$ cat src/hdl/tcim_pkg.sv
// package: register map, field layout and carrier types of the timer channel interrupt block
package tcim_pkg;
    // ************************************************************
    // register offsets (byte addresses)
    // ************************************************************
    localparam logic [7:0]  TCIM_OFF_STATUS  = 8'h00;
    localparam logic [7:0]  TCIM_OFF_ENABLE  = 8'h04;
    localparam logic [7:0]  TCIM_OFF_DISABLE = 8'h08;
    localparam logic [7:0]  TCIM_OFF_MASK    = 8'h0c;
    localparam logic [7:0]  TCIM_OFF_MODE    = 8'h10;
    // ************************************************************
    // field positions
    // ************************************************************
    localparam int TCIM_B_OVFL   = 0;
    localparam int TCIM_B_OVRUN  = 1;
    localparam int TCIM_B_CMP1   = 2;
    localparam int TCIM_B_CMP2   = 3;
    localparam int TCIM_B_PERIOD = 4;
    localparam int TCIM_B_LOAD1  = 5;
    localparam int TCIM_B_LOAD2  = 6;
    localparam int TCIM_B_TRIG   = 7;
    localparam int TCIM_B_MIR1   = 17;
    localparam int TCIM_B_MIR2   = 18;
    localparam int TCIM_NSRC     = 8;
    // ************************************************************
    // reset values
    // ************************************************************
    localparam logic [7:0]  TCIM_MASK_RST  = 8'h00;
    localparam logic [7:0]  TCIM_FLAG_RST  = 8'h00;
    // sources valid only in capture mode / only in waveform mode
    localparam logic [7:0]  TCIM_CAPT_ONLY = 8'h62;
    localparam logic [7:0]  TCIM_WAVE_ONLY = 8'h0c;

    // event strobes from the channel datapath, one cycle each
    typedef struct packed {
        logic counter_overflow;
        logic load_overrun;
        logic first_compare;
        logic second_compare;
        logic period_compare;
        logic first_load;
        logic second_load;
        logic external_trigger;
    } tcim_events_s;

    // ahb address phase held for the data phase
    typedef struct packed {
        logic       valid;
        logic       write;
        logic [7:0] addr;
    } tcim_aphase_s;
endpackage

$ cat src/hdl/tcim_flags.sv
// sticky event flags, cleared by a status read; a new event wins over the clear
`timescale 1ns/1ps
module tcim_flags (
    input  wire logic                  hclk,
    input  wire logic                  hresetn,
    input  wire tcim_pkg::tcim_events_s events,
    input  wire logic                  wave_mode,
    input  wire logic                  clear_rd,
    output logic [7:0]                 flags
);
    import tcim_pkg::*;
    typedef struct packed {
        logic [7:0] flag;
    } tcim_flags_s;
    tcim_flags_s st_r;
    tcim_flags_s st_nxt;
    logic [7:0]  ev_vec;
    logic [7:0]  ev_ok;

    // pack events and drop those that do not apply to the current mode
    always_comb begin
        ev_vec = {events.external_trigger, events.second_load, events.first_load,
                  events.period_compare, events.second_compare, events.first_compare,
                  events.load_overrun, events.counter_overflow};
        ev_ok  = ev_vec & (wave_mode ? ~TCIM_CAPT_ONLY : ~TCIM_WAVE_ONLY);
        st_nxt = st_r;
        if (clear_rd) begin
            st_nxt.flag = TCIM_FLAG_RST;
        end
        st_nxt.flag = st_nxt.flag | ev_ok;
    end

    always_ff @(posedge hclk or negedge hresetn) begin
        if (!hresetn) begin
            st_r <= '0;
        end else begin
            st_r <= st_nxt;
        end
    end

    assign flags = st_r.flag;
endmodule // tcim_flags

$ cat src/hdl/tcim_sync.sv
// three-stage synchroniser with agreement filter for one pin input
`timescale 1ns/1ps
module tcim_sync (
    input  wire logic hclk,
    input  wire logic hresetn,
    input  wire logic pin,
    output logic      level
);
    typedef struct packed {
        logic s1;
        logic s2;
        logic s3;
        logic lvl;
    } tcim_sync_s;
    tcim_sync_s st_r;
    tcim_sync_s st_nxt;

    // stage one feeds stage two only; the level moves when two and three agree
    always_comb begin
        st_nxt = st_r;
        st_nxt.s1 = pin;
        st_nxt.s2 = st_r.s1;
        st_nxt.s3 = st_r.s2;
        if (st_r.s2 == st_r.s3) begin
            st_nxt.lvl = st_r.s3;
        end
    end

    always_ff @(posedge hclk or negedge hresetn) begin
        if (!hresetn) begin
            st_r <= '0;
        end else begin
            st_r <= st_nxt;
        end
    end

    assign level = st_r.lvl;
endmodule // tcim_sync

$ cat src/hdl/tcim_top.sv
// timer channel interrupt enable/disable/mask logic with line mirrors on ahb-lite
// Overview of operation
// - enable write sets mask bits written one
// - disable write clears mask bits written one
// - overflow bit 0, overrun bit 1 capture
// - first compare bit 2, waveform only
// - second compare bit 3, waveform only
// - first load bit 5, capture only
// - second load bit 6, capture only
// - period compare, trigger in both modes
// - mask register reads enabled sources
// - capture mode: line A mirror shows pin
// - waveform mode: line A mirror shows drive
// - line B mirror: pin or drive
// - flags stick until status read clears
// - mode select 0 capture, 1 waveform
//
// register map (byte offsets, one word each)
//   0x00 status  read clears flags 7:0; bit 17 line_first_mirror, bit 18 line_second_mirror
//   0x04 enable  write ones to set mask bits, zeros have no effect
//   0x08 disable write ones to clear mask bits, zeros have no effect
//   0x0c mask    read only, same layout as enable and disable
//   0x10 mode    bit 0 waveform select, read and write
//   others       read as zero, writes ignored, response always okay
//
// interrupt source layout, common to status, enable, disable and mask
//   bit 0 counter overflow      both modes
//   bit 1 load overrun          capture mode only
//   bit 2 first compare         waveform mode only
//   bit 3 second compare        waveform mode only
//   bit 4 period compare        both modes
//   bit 5 first load            capture mode only
//   bit 6 second load           capture mode only
//   bit 7 external trigger      both modes
//
// bus timing
//   zero wait states; hreadyout is tied high and hresp is always okay
//   a write lands at the edge that closes its data phase
//   read data is registered at the edge that closes the address phase
//   a status read clears the flags at that same edge, so an event that
//   arrives while the address phase stands is kept for the next read
//   rather than being wiped unseen
//   mask bits may be set for any source in either mode; a source that
//   does not apply to the current mode simply never raises its flag
//   flags already set are kept across a mode change until read
//
// limitations
//   hsize is not checked: every access is taken as a whole word
//   only address bits 7:0 are decoded, so the map repeats every 256 bytes
//
// The address map and the AHB-Lite register port were chosen for this implementation.
`timescale 1ns/1ps
module tcim_top (
    input  wire logic                   hclk,
    input  wire logic                   hresetn,
    input  wire logic                   hsel,
    input  wire logic [31:0]            haddr,
    input  wire logic [1:0]             htrans,
    input  wire logic                   hwrite,
    input  wire logic [2:0]             hsize,
    input  wire logic [31:0]            hwdata,
    input  wire logic                   hready,
    output logic [31:0]                 hrdata,
    output logic                        hreadyout,
    output logic                        hresp,
    input  wire tcim_pkg::tcim_events_s events,
    input  wire logic                   io_line_first_in,
    input  wire logic                   io_line_second_in,
    input  wire logic                   io_line_first_drive,
    input  wire logic                   io_line_second_drive,
    output logic                        wave_mode,
    output logic                        irq
);
    import tcim_pkg::*;

    // ************************************************************
    // state
    // ************************************************************
    typedef struct packed {
        tcim_aphase_s ap;
        logic [7:0]   mask;
        logic         wave;
        logic [31:0]  rdata;
    } tcim_top_s;
    tcim_top_s st_r;
    tcim_top_s st_nxt;

    logic       pin_a;
    logic       pin_b;
    logic [7:0] flags;
    logic       stat_rd;
    logic       mir_a;
    logic       mir_b;

    // ************************************************************
    // pin synchronisers and flags
    // ************************************************************
    tcim_sync u_sync_a (
        .hclk    (hclk),
        .hresetn (hresetn),
        .pin     (io_line_first_in),
        .level   (pin_a)
    );
    tcim_sync u_sync_b (
        .hclk    (hclk),
        .hresetn (hresetn),
        .pin     (io_line_second_in),
        .level   (pin_b)
    );
    tcim_flags u_flags (
        .hclk      (hclk),
        .hresetn   (hresetn),
        .events    (events),
        .wave_mode (st_r.wave),
        .clear_rd  (stat_rd),
        .flags     (flags)
    );

    // decode an offset of the registered address phase
    function automatic logic hit(input tcim_aphase_s a, input logic [7:0] off);
        hit = a.valid && (a.addr == off);
    endfunction

    // mirrors: pin level in capture mode, driven level in waveform mode
    assign mir_a = st_r.wave ? io_line_first_drive : pin_a;
    assign mir_b = st_r.wave ? io_line_second_drive : pin_b;
    // a status read clears the flags at the edge that registers its read data;
    // clearing one cycle later would wipe an event of the address phase unseen
    assign stat_rd = hsel && hready && htrans[1] && !hwrite &&
                     (haddr[7:0] == TCIM_OFF_STATUS);

    // ************************************************************
    // bus slave and registers
    // ************************************************************
    // zero wait states: address captured, write applied or read data registered
    always_comb begin
        logic [31:0] rd;
        rd = 32'h0000_0000;
        st_nxt = st_r;
        st_nxt.ap.valid = hsel && hready && htrans[1];
        st_nxt.ap.write = hwrite;
        st_nxt.ap.addr  = haddr[7:0];
        if (st_r.ap.valid && st_r.ap.write) begin
            // set-only and clear-only ports avoid read-modify-write races with isrs
            if (hit(st_r.ap, TCIM_OFF_ENABLE)) begin
                st_nxt.mask = st_r.mask | hwdata[7:0];
            end
            if (hit(st_r.ap, TCIM_OFF_DISABLE)) begin
                st_nxt.mask = st_r.mask & ~hwdata[7:0];
            end
            if (hit(st_r.ap, TCIM_OFF_MODE)) begin
                st_nxt.wave = hwdata[0];
            end
        end
        if (st_nxt.ap.valid && !hwrite) begin
            unique case (haddr[7:0])
                TCIM_OFF_STATUS: begin
                    rd[7:0]         = flags;
                    rd[TCIM_B_MIR1] = mir_a;
                    rd[TCIM_B_MIR2] = mir_b;
                end
                TCIM_OFF_MASK: rd[7:0] = st_r.mask;
                TCIM_OFF_MODE: rd[0] = st_r.wave;
                default: rd = 32'h0000_0000;
            endcase
        end
        st_nxt.rdata = rd;
    end

    always_ff @(posedge hclk or negedge hresetn) begin
        if (!hresetn) begin
            st_r <= '0; // mask at zero: nothing enabled
        end else begin
            st_r <= st_nxt;
        end
    end

    // ************************************************************
    // outputs
    // ************************************************************
    assign hrdata    = st_r.rdata;
    assign hreadyout = 1'b1;
    assign hresp     = 1'b0;
    assign wave_mode = st_r.wave;
    // level interrupt while any enabled flag stands
    assign irq       = |(flags & st_r.mask);

    // ************************************************************
    // checks
    // ************************************************************
    // mask ports: set-only and clear-only, nothing else moves the mask
    enable_sets_a: assert property (@(posedge hclk) disable iff (!hresetn)
        (hit(st_r.ap, TCIM_OFF_ENABLE) && st_r.ap.write) |=>
        ((st_r.mask & $past(hwdata[7:0])) == $past(hwdata[7:0])))
        else $error("enable write did not set mask");
    enable_keeps_a: assert property (@(posedge hclk) disable iff (!hresetn)
        (hit(st_r.ap, TCIM_OFF_ENABLE) && st_r.ap.write) |=>
        ((st_r.mask & $past(st_r.mask)) == $past(st_r.mask)))
        else $error("enable write cleared a mask bit");
    disable_clears_a: assert property (@(posedge hclk) disable iff (!hresetn)
        (hit(st_r.ap, TCIM_OFF_DISABLE) && st_r.ap.write) |=>
        ((st_r.mask & $past(hwdata[7:0])) == 8'h00))
        else $error("disable write did not clear mask");
    disable_keeps_a: assert property (@(posedge hclk) disable iff (!hresetn)
        (hit(st_r.ap, TCIM_OFF_DISABLE) && st_r.ap.write) |=>
        ((st_r.mask | $past(st_r.mask)) == $past(st_r.mask)))
        else $error("disable write set a mask bit");
    mask_hold_a: assert property (@(posedge hclk) disable iff (!hresetn)
        !(st_r.ap.valid && st_r.ap.write) |=>
        $stable(st_r.mask))
        else $error("mask changed without a write");
    mask_read_a: assert property (@(posedge hclk) disable iff (!hresetn)
        (hsel && hready && htrans[1] && !hwrite && (haddr[7:0] == TCIM_OFF_MASK)) |=>
        (hrdata == {24'h00_0000, $past(st_r.mask)}))
        else $error("mask read returned a wrong value");
    mask_reset_a: assert property (@(posedge hclk) disable iff (!hresetn)
        !$past(hresetn) |->
        ((st_r.mask == TCIM_MASK_RST) && (flags == TCIM_FLAG_RST)))
        else $error("mask or flags not clear after reset");
    // interrupt line follows enabled flags
    irq_hold_a: assert property (@(posedge hclk) disable iff (!hresetn)
        ($past(irq) && !$past(stat_rd) && ($past(st_r.mask) == st_r.mask)) |->
        irq)
        else $error("irq dropped with flags and mask kept");
    irq_clear_a: assert property (@(posedge hclk) disable iff (!hresetn)
        (stat_rd && (events == '0)) |=>
        !irq)
        else $error("irq still high after status read");
    // each source raises its flag in the modes where it applies
    ovfl_set_a: assert property (@(posedge hclk) disable iff (!hresetn)
        events.counter_overflow |=>
        flags[TCIM_B_OVFL])
        else $error("overflow flag not set");
    ovrun_capt_a: assert property (@(posedge hclk) disable iff (!hresetn)
        (events.load_overrun && !st_r.wave) |=>
        flags[TCIM_B_OVRUN])
        else $error("overrun flag not set in capture mode");
    cmp1_wave_a: assert property (@(posedge hclk) disable iff (!hresetn)
        (events.first_compare && st_r.wave) |=>
        flags[TCIM_B_CMP1])
        else $error("first compare flag not set in waveform mode");
    cmp2_wave_a: assert property (@(posedge hclk) disable iff (!hresetn)
        (events.second_compare && st_r.wave) |=>
        flags[TCIM_B_CMP2])
        else $error("second compare flag not set in waveform mode");
    load1_capt_a: assert property (@(posedge hclk) disable iff (!hresetn)
        (events.first_load && !st_r.wave) |=>
        flags[TCIM_B_LOAD1])
        else $error("first load flag not set in capture mode");
    load2_capt_a: assert property (@(posedge hclk) disable iff (!hresetn)
        (events.second_load && !st_r.wave) |=>
        flags[TCIM_B_LOAD2])
        else $error("second load flag not set in capture mode");
    period_set_a: assert property (@(posedge hclk) disable iff (!hresetn)
        events.period_compare |=>
        flags[TCIM_B_PERIOD])
        else $error("period compare flag not set");
    trig_set_a: assert property (@(posedge hclk) disable iff (!hresetn)
        events.external_trigger |=>
        flags[TCIM_B_TRIG])
        else $error("trigger flag not set");
    // sources of the other mode never raise a flag
    wave_flags_a: assert property (@(posedge hclk) disable iff (!hresetn)
        (st_r.wave && $past(st_r.wave) && stat_rd) |=>
        ((flags & TCIM_CAPT_ONLY) == 8'h00))
        else $error("capture flag set in waveform mode");
    capt_flags_a: assert property (@(posedge hclk) disable iff (!hresetn)
        (!st_r.wave && !$past(st_r.wave) && stat_rd) |=>
        ((flags & TCIM_WAVE_ONLY) == 8'h00))
        else $error("compare flag set in capture mode");
    wave_src_drop_a: assert property (@(posedge hclk) disable iff (!hresetn)
        (!st_r.wave && ((flags & TCIM_WAVE_ONLY) == 8'h00)) |=>
        ((flags & TCIM_WAVE_ONLY) == 8'h00))
        else $error("compare flag rose in capture mode");
    capt_src_drop_a: assert property (@(posedge hclk) disable iff (!hresetn)
        (st_r.wave && ((flags & TCIM_CAPT_ONLY) == 8'h00)) |=>
        ((flags & TCIM_CAPT_ONLY) == 8'h00))
        else $error("load flag rose in waveform mode");
    // a flag stays until a status read
    flag_sticky_a: assert property (@(posedge hclk) disable iff (!hresetn)
        !stat_rd |=>
        ((flags & $past(flags)) == $past(flags)))
        else $error("flag dropped without status read");
    // mode register and line mirrors
    mode_write_a: assert property (@(posedge hclk) disable iff (!hresetn)
        (hit(st_r.ap, TCIM_OFF_MODE) && st_r.ap.write) |=>
        (st_r.wave == $past(hwdata[0])))
        else $error("mode write not applied");
    mirror_capt_a: assert property (@(posedge hclk) disable iff (!hresetn)
        (!st_r.wave && stat_rd) |=>
        (hrdata[TCIM_B_MIR1] == $past(pin_a)))
        else $error("first line mirror wrong in capture mode");
    mirror_wave_a: assert property (@(posedge hclk) disable iff (!hresetn)
        (st_r.wave && stat_rd) |=>
        (hrdata[TCIM_B_MIR1] == $past(io_line_first_drive)))
        else $error("first line mirror wrong in waveform mode");
    mirror_b_capt_a: assert property (@(posedge hclk) disable iff (!hresetn)
        (!st_r.wave && stat_rd) |=>
        (hrdata[TCIM_B_MIR2] == $past(pin_b)))
        else $error("second line mirror wrong in capture mode");
    mirror_b_wave_a: assert property (@(posedge hclk) disable iff (!hresetn)
        (st_r.wave && stat_rd) |=>
        (hrdata[TCIM_B_MIR2] == $past(io_line_second_drive)))
        else $error("second line mirror wrong in waveform mode");
endmodule // tcim_top

$ cat config.mk
export PLATFORM = sky130hd
export DESIGN_NAME = tcim_top
export DESIGN_NICKNAME = d
export VERILOG_FILES = /design/src/hdl/tcim_pkg.sv /design/src/hdl/tcim_flags.sv /design/src/hdl/tcim_sync.sv /design/src/hdl/tcim_top.sv
export SDC_FILE = /design/constraint.sdc
export NUM_CORES = 1
export LEC_CHECK = 0
export BUFFER_PORTS_ARGS = -buffer_cell sky130_fd_sc_hd__buf_2
export CAP_MARGIN = 5
export CORE_ASPECT_RATIO = 0.75
export CORE_MARGIN = 3
export CORE_UTILIZATION = 44
export CTS_BUF_LIST = sky130_fd_sc_hd__clkbuf_8
export CTS_CLUSTER_SIZE = 25
export DETAILED_ROUTE_END_ITERATION = 16
export PLACE_DENSITY = 0.91
export SYNTH_ARGS = -nofsm -noshare
export SYNTH_HDL_FRONTEND = slang
export SYNTH_HIERARCHICAL = 1
export SYNTH_SLANG_ARGS = --single-unit
$ cat constraint.sdc
create_clock -name hclk -period 2.4 [get_ports hclk]
set_input_delay 0.72 -clock hclk [delete_from_list [all_inputs] [get_ports hclk]]
set_output_delay 0.72 -clock hclk [all_outputs]
set_load 0.05 [all_outputs]
Word level (Yosys, flattened, before mapping)
Index checks and enable logic that the tools add are counted.
- bits of input ports: 86
- logic and storage cells: 52
- flip-flop bits (word level): 67
- output and inout port bits: 36
- mux-type cells: 10
- reductions and logical operators: 14
- bitwise logic cells: 6
- eq/ne operators: 7
- operator list (cell ; number):
    8-bit AND ; 3
    8-bit two-way mux ; 3
    19-bit two-way mux ; 1
    8-bit by 4-bit equality test with 1-bit output (second input constant) ; 2
    8-bit by 5-bit equality test with 1-bit output (second input constant) ; 2
    8-bit OR ; 2
    7-bit one-hot mux with 2 select lines ; 1
    8-bit by 3-bit equality test with 1-bit output (second input constant) ; 1
    1-bit logical AND ; 8
    8-bit logical NOT ; 1
    8-bit NOT ; 1
    8-bit OR reduction ; 1
    7-bit two-way mux ; 1
    2-bit AND reduction ; 2
    1-bit one-hot mux with 3 select lines ; 1
    1-bit equality test ; 2
    1-bit two-way mux ; 2
    2-bit two-way mux ; 1
    2-bit nonzero test ; 1
    1-bit logical NOT ; 1

Depth between registers and ports, before layout
- word-level depth: 6
- depth in mapped cells: 6
- mapped depth without buffers: 5

Modules after synthesis
Netlist, hierarchy kept.
- modules (own cells, without submodules) (module ; cells an instance ; instances ; area each (um2) ; seq. area each (um2)):
    tcim_top ; 145 ; 1 ; 1511.4 ; 725.7
    tcim_flags ; 18 ; 1 ; 277.8 ; 200.2
    tcim_sync ; 5 ; 2 ; 111.4 ; 100.1

Worst setup path before layout
Ideal clock, no wire load.
- path type: input-to-reg
- from: input haddr[1]
- to: register u_flags.st_r, in the netlist u_flags/flags[5]
- path buffers: 0
- arrival: 1744 ps
- required time: 2279 ps
- stages: 5
- slack: 535 ps
- setup time: 121 ps
- cells stage by stage: nor3_1 nand2_1 nor2_1 inv_2 a22o_1
- RTL lines (what ; RTL line ; RTL):
    from (decl) ; tcim_top.sv:57 ; input wire logic [31:0] haddr,
    to (signal assigned) ; tcim_flags.sv:37 ; st_r <= st_nxt;
    to (decl) ; tcim_flags.sv:15 ; tcim_flags_s st_r;

==> out/qor.yml <==
outcome:
  status: "completed"
sta:
  finalHoldViolations: 0
  drv_slew: 0
  finalSetupViolCount: 0
  period_share_pct: 86.3
  setup_slack_ns: 0.330
  period_needed_ns: 2.07
  slew_headroom_pct: 59.4
  fmax_ghz: 0.483
  hold_slack_ns: 0.352
  worst_slew_pin_slew_ns: 0.604
  finClkSkew_ns: 0.00644
  rsz0062_at_grt: "no"
  fin_tns_setup_ns: 0
drt:
  vias_per_cell: 5.00
  route.detailed.wl_per_inst_um: 15.3
  drtAntennaViolNets: 0
  first_iter_violations: 55
  drc: 0
  m1WireLength_um: 1730
  wl_um: 4090
  wl_met2_um: 1960
  vias: 1335
  wl_met3_um: 363
  dr.pass1.iters: 4
  top_layer_used: "met4"
critical_path:
  slowest_delay_ns: 0.70
  crit_path_cell_trace: "or4b_1 -> nor4_1 -> mux2_2"
  cp-end-kind: "flop"
  r2r-start: "st_r[46]"
  crit_slowest_cell: "or4b_1"
  critPathMaxFanout: 9
  worst-path-buf-inv: 0
  cp_top_family: "simple AND/OR/NAND/NOR gates"
  arrival_ns: 2.26
  cp.required_ns: 2.59
  r2r_slack_ns: 0.33
  r2r_cells: 3
  cp-start-kind: "flop"
  path_depth: 3
  crit_start: "st_r[46]"
  crit_type: "reg2reg"
flow_run:
  maxCapViolations: 0
synthesis:
  yosysWarnings: 6
  synth_top_area_cell: "dfrtp_1"
  synth.distinct_cells: 28
  ys_seq_elements: 45
  synth_commonest_cells: "dfrtp_1 (45), buf_4 (34), nand3_1 (16)"
  synth_top_area_share_pct: 56.0
  synth_edf_count: 0
  synthFlopType: "dfrtp_1"
  ys_seq_area_share_pct: 56.0
  synth_area_mm2: 0.00201
  synth.most_common_cell: "dfrtp_1"
  postSynthCellCount: 173
  synthArstFlopShare_pct: 100
  avgSynthCellArea_um2: 11.6
  synthTopCellsByArea: "dfrtp_1 (56%), buf_4 (13%), mux2_2 (5.6%)"
floorplanning:
  io_pins: 122
  die_y_um: 64.6
  row_count: 20
  initial_core_util_pct: 47.6
  die_area_mm2: 0.00543
  design.core.area_mm2: 0.00423
  die_x_um: 84.1
final_layout:
  drive_gt1_share_pct: 34.4
  syn_to_final_growth_pct: 10.8
  fin_nets: 298
  fin_util_pct: 52.7
  diodes: 0
  fill_cells: 385
placed_design:
  place.gp.congestion: 0.816
  pre_cts_ws_ns: 0.364
  dpl.hpwl_um: 3100
  port_buffers: 45
grt:
  grt_pass1_wl_um: 6560
  grt_max_degree: 24
  track_usage_pct: 15.7
  antenna_found_initial: 0
  grt_pass1_vias: 1321
  overflow: 0
power:
  p_per_area_mw_per_mm2: 647
  ir_worst_vdd_mv: 0.365
  p_leak_nw: 1.04
clocking:
  cts_tree: "built"
  cts_setup_buffers: 0
  cts_buffers: 5
  cts_hold_buf: 0
  clock-sinks: 45
  clockBufferDepth: 2
  cts_repair_resize_count: 0
  clock_latency_ns: 0.30
  path_clk_slew_ns: 0.08
  htree_levels: 2
  cts_root_buf: "clkbuf_8"
min_path:
  holdPathStages: 0
  hold_class: "reg2reg"
power by group:
group / internal (W) / switching [W] / leakage (nW)
registers: 0.000780 / 0.0000138 / 0.557
clock network: 0.000227 / 0.000241 / 0.0433
logic: 0.0000435 / 0.000136 / 0.439
total: 0.00105 / 0.000391 / 1.04
routing by layer:
| layer | vias to the layer above | global-route usage, % |
|---|---|---|
| li1 | 621 | - |
| met1 | 653 | 20.4 |
| met4 | 0 | 3.82 |
| met5 | - | 0 |
| met2 | 58 | 24.9 |
| met3 | 3 | 6.10 |
final cells by class:
| cell class | count | area, µm² | share of cell area (%) |
|---|---|---|---|
| sequential | 45 | 1130 | 50.5 |
| multi-input combinational | 108 | 673 | 30.2 |
| timing repair buffer | 50 | 263 | 11.8 |
| clock buffer | 6 | 82.6 | 3.71 |
| tap | 55 | 68.8 | 3.09 |
| clock inverter | 1 | 7.51 | 0.337 |
| inverter | 2 | 7.51 | 0.337 |
per-stage QoR:
step	std cells	total power, W	instance area, µm²
finish	267	0.00144	2230
global route	267	0.00150	2230
CTS	267	0.00146	2230
detailed placement	260	0.000988	2140
global placement	260	0.000983	2140
floorplan	195	0.000959	2090
how the worst min path moves through the flow:
stage                  startpoint            endpoint
2_1_floorplan  u_sync_a/st_nxt[2]  u_sync_a/st_nxt[1]
3_3_place_gp   u_sync_b/st_nxt[2]  u_sync_b/st_nxt[1]
3_5_place_dp   u_sync_a/st_nxt[2]  u_sync_a/st_nxt[1]
4_1_cts        u_sync_a/st_nxt[2]  u_sync_a/st_nxt[1]
5_1_grt        u_sync_a/st_nxt[2]  u_sync_a/st_nxt[1]
6_report       u_sync_a/st_nxt[2]  u_sync_a/st_nxt[1]
kinds of logic after synthesis:
family,Yosys count,synth area share (%)
AND/OR/NAND/NOR,49,13.9
flip-flops,45,56.0
buffers and inverters,42,14.7
AO/OA/AOI/OAI,20,6.97
multiplexers,12,6.59
adder cells (fa/ha/maj),2,1.12
other,2,0.373
XOR/XNOR,1,0.435
cells in the final DEF, fill, tap and decap left out, drive strengths merged:
cell / count
a21o: 3
a21oi: 8
a22o: 5
a22oi: 4
and2: 1
and3: 1
buf: 50
clkbuf: 6
clkinvlp: 1
conb: 24
dfrtp: 45
inv: 2
maj3: 2
mux2: 10
mux2i: 2
nand2: 2
nand2b: 9
nand3: 16
nand4: 1
nor2: 3
nor3: 3
nor4: 10
or3b: 2
or4b: 1
xnor2: 1
Note: power is estimated with default switching activity, not from simulation.
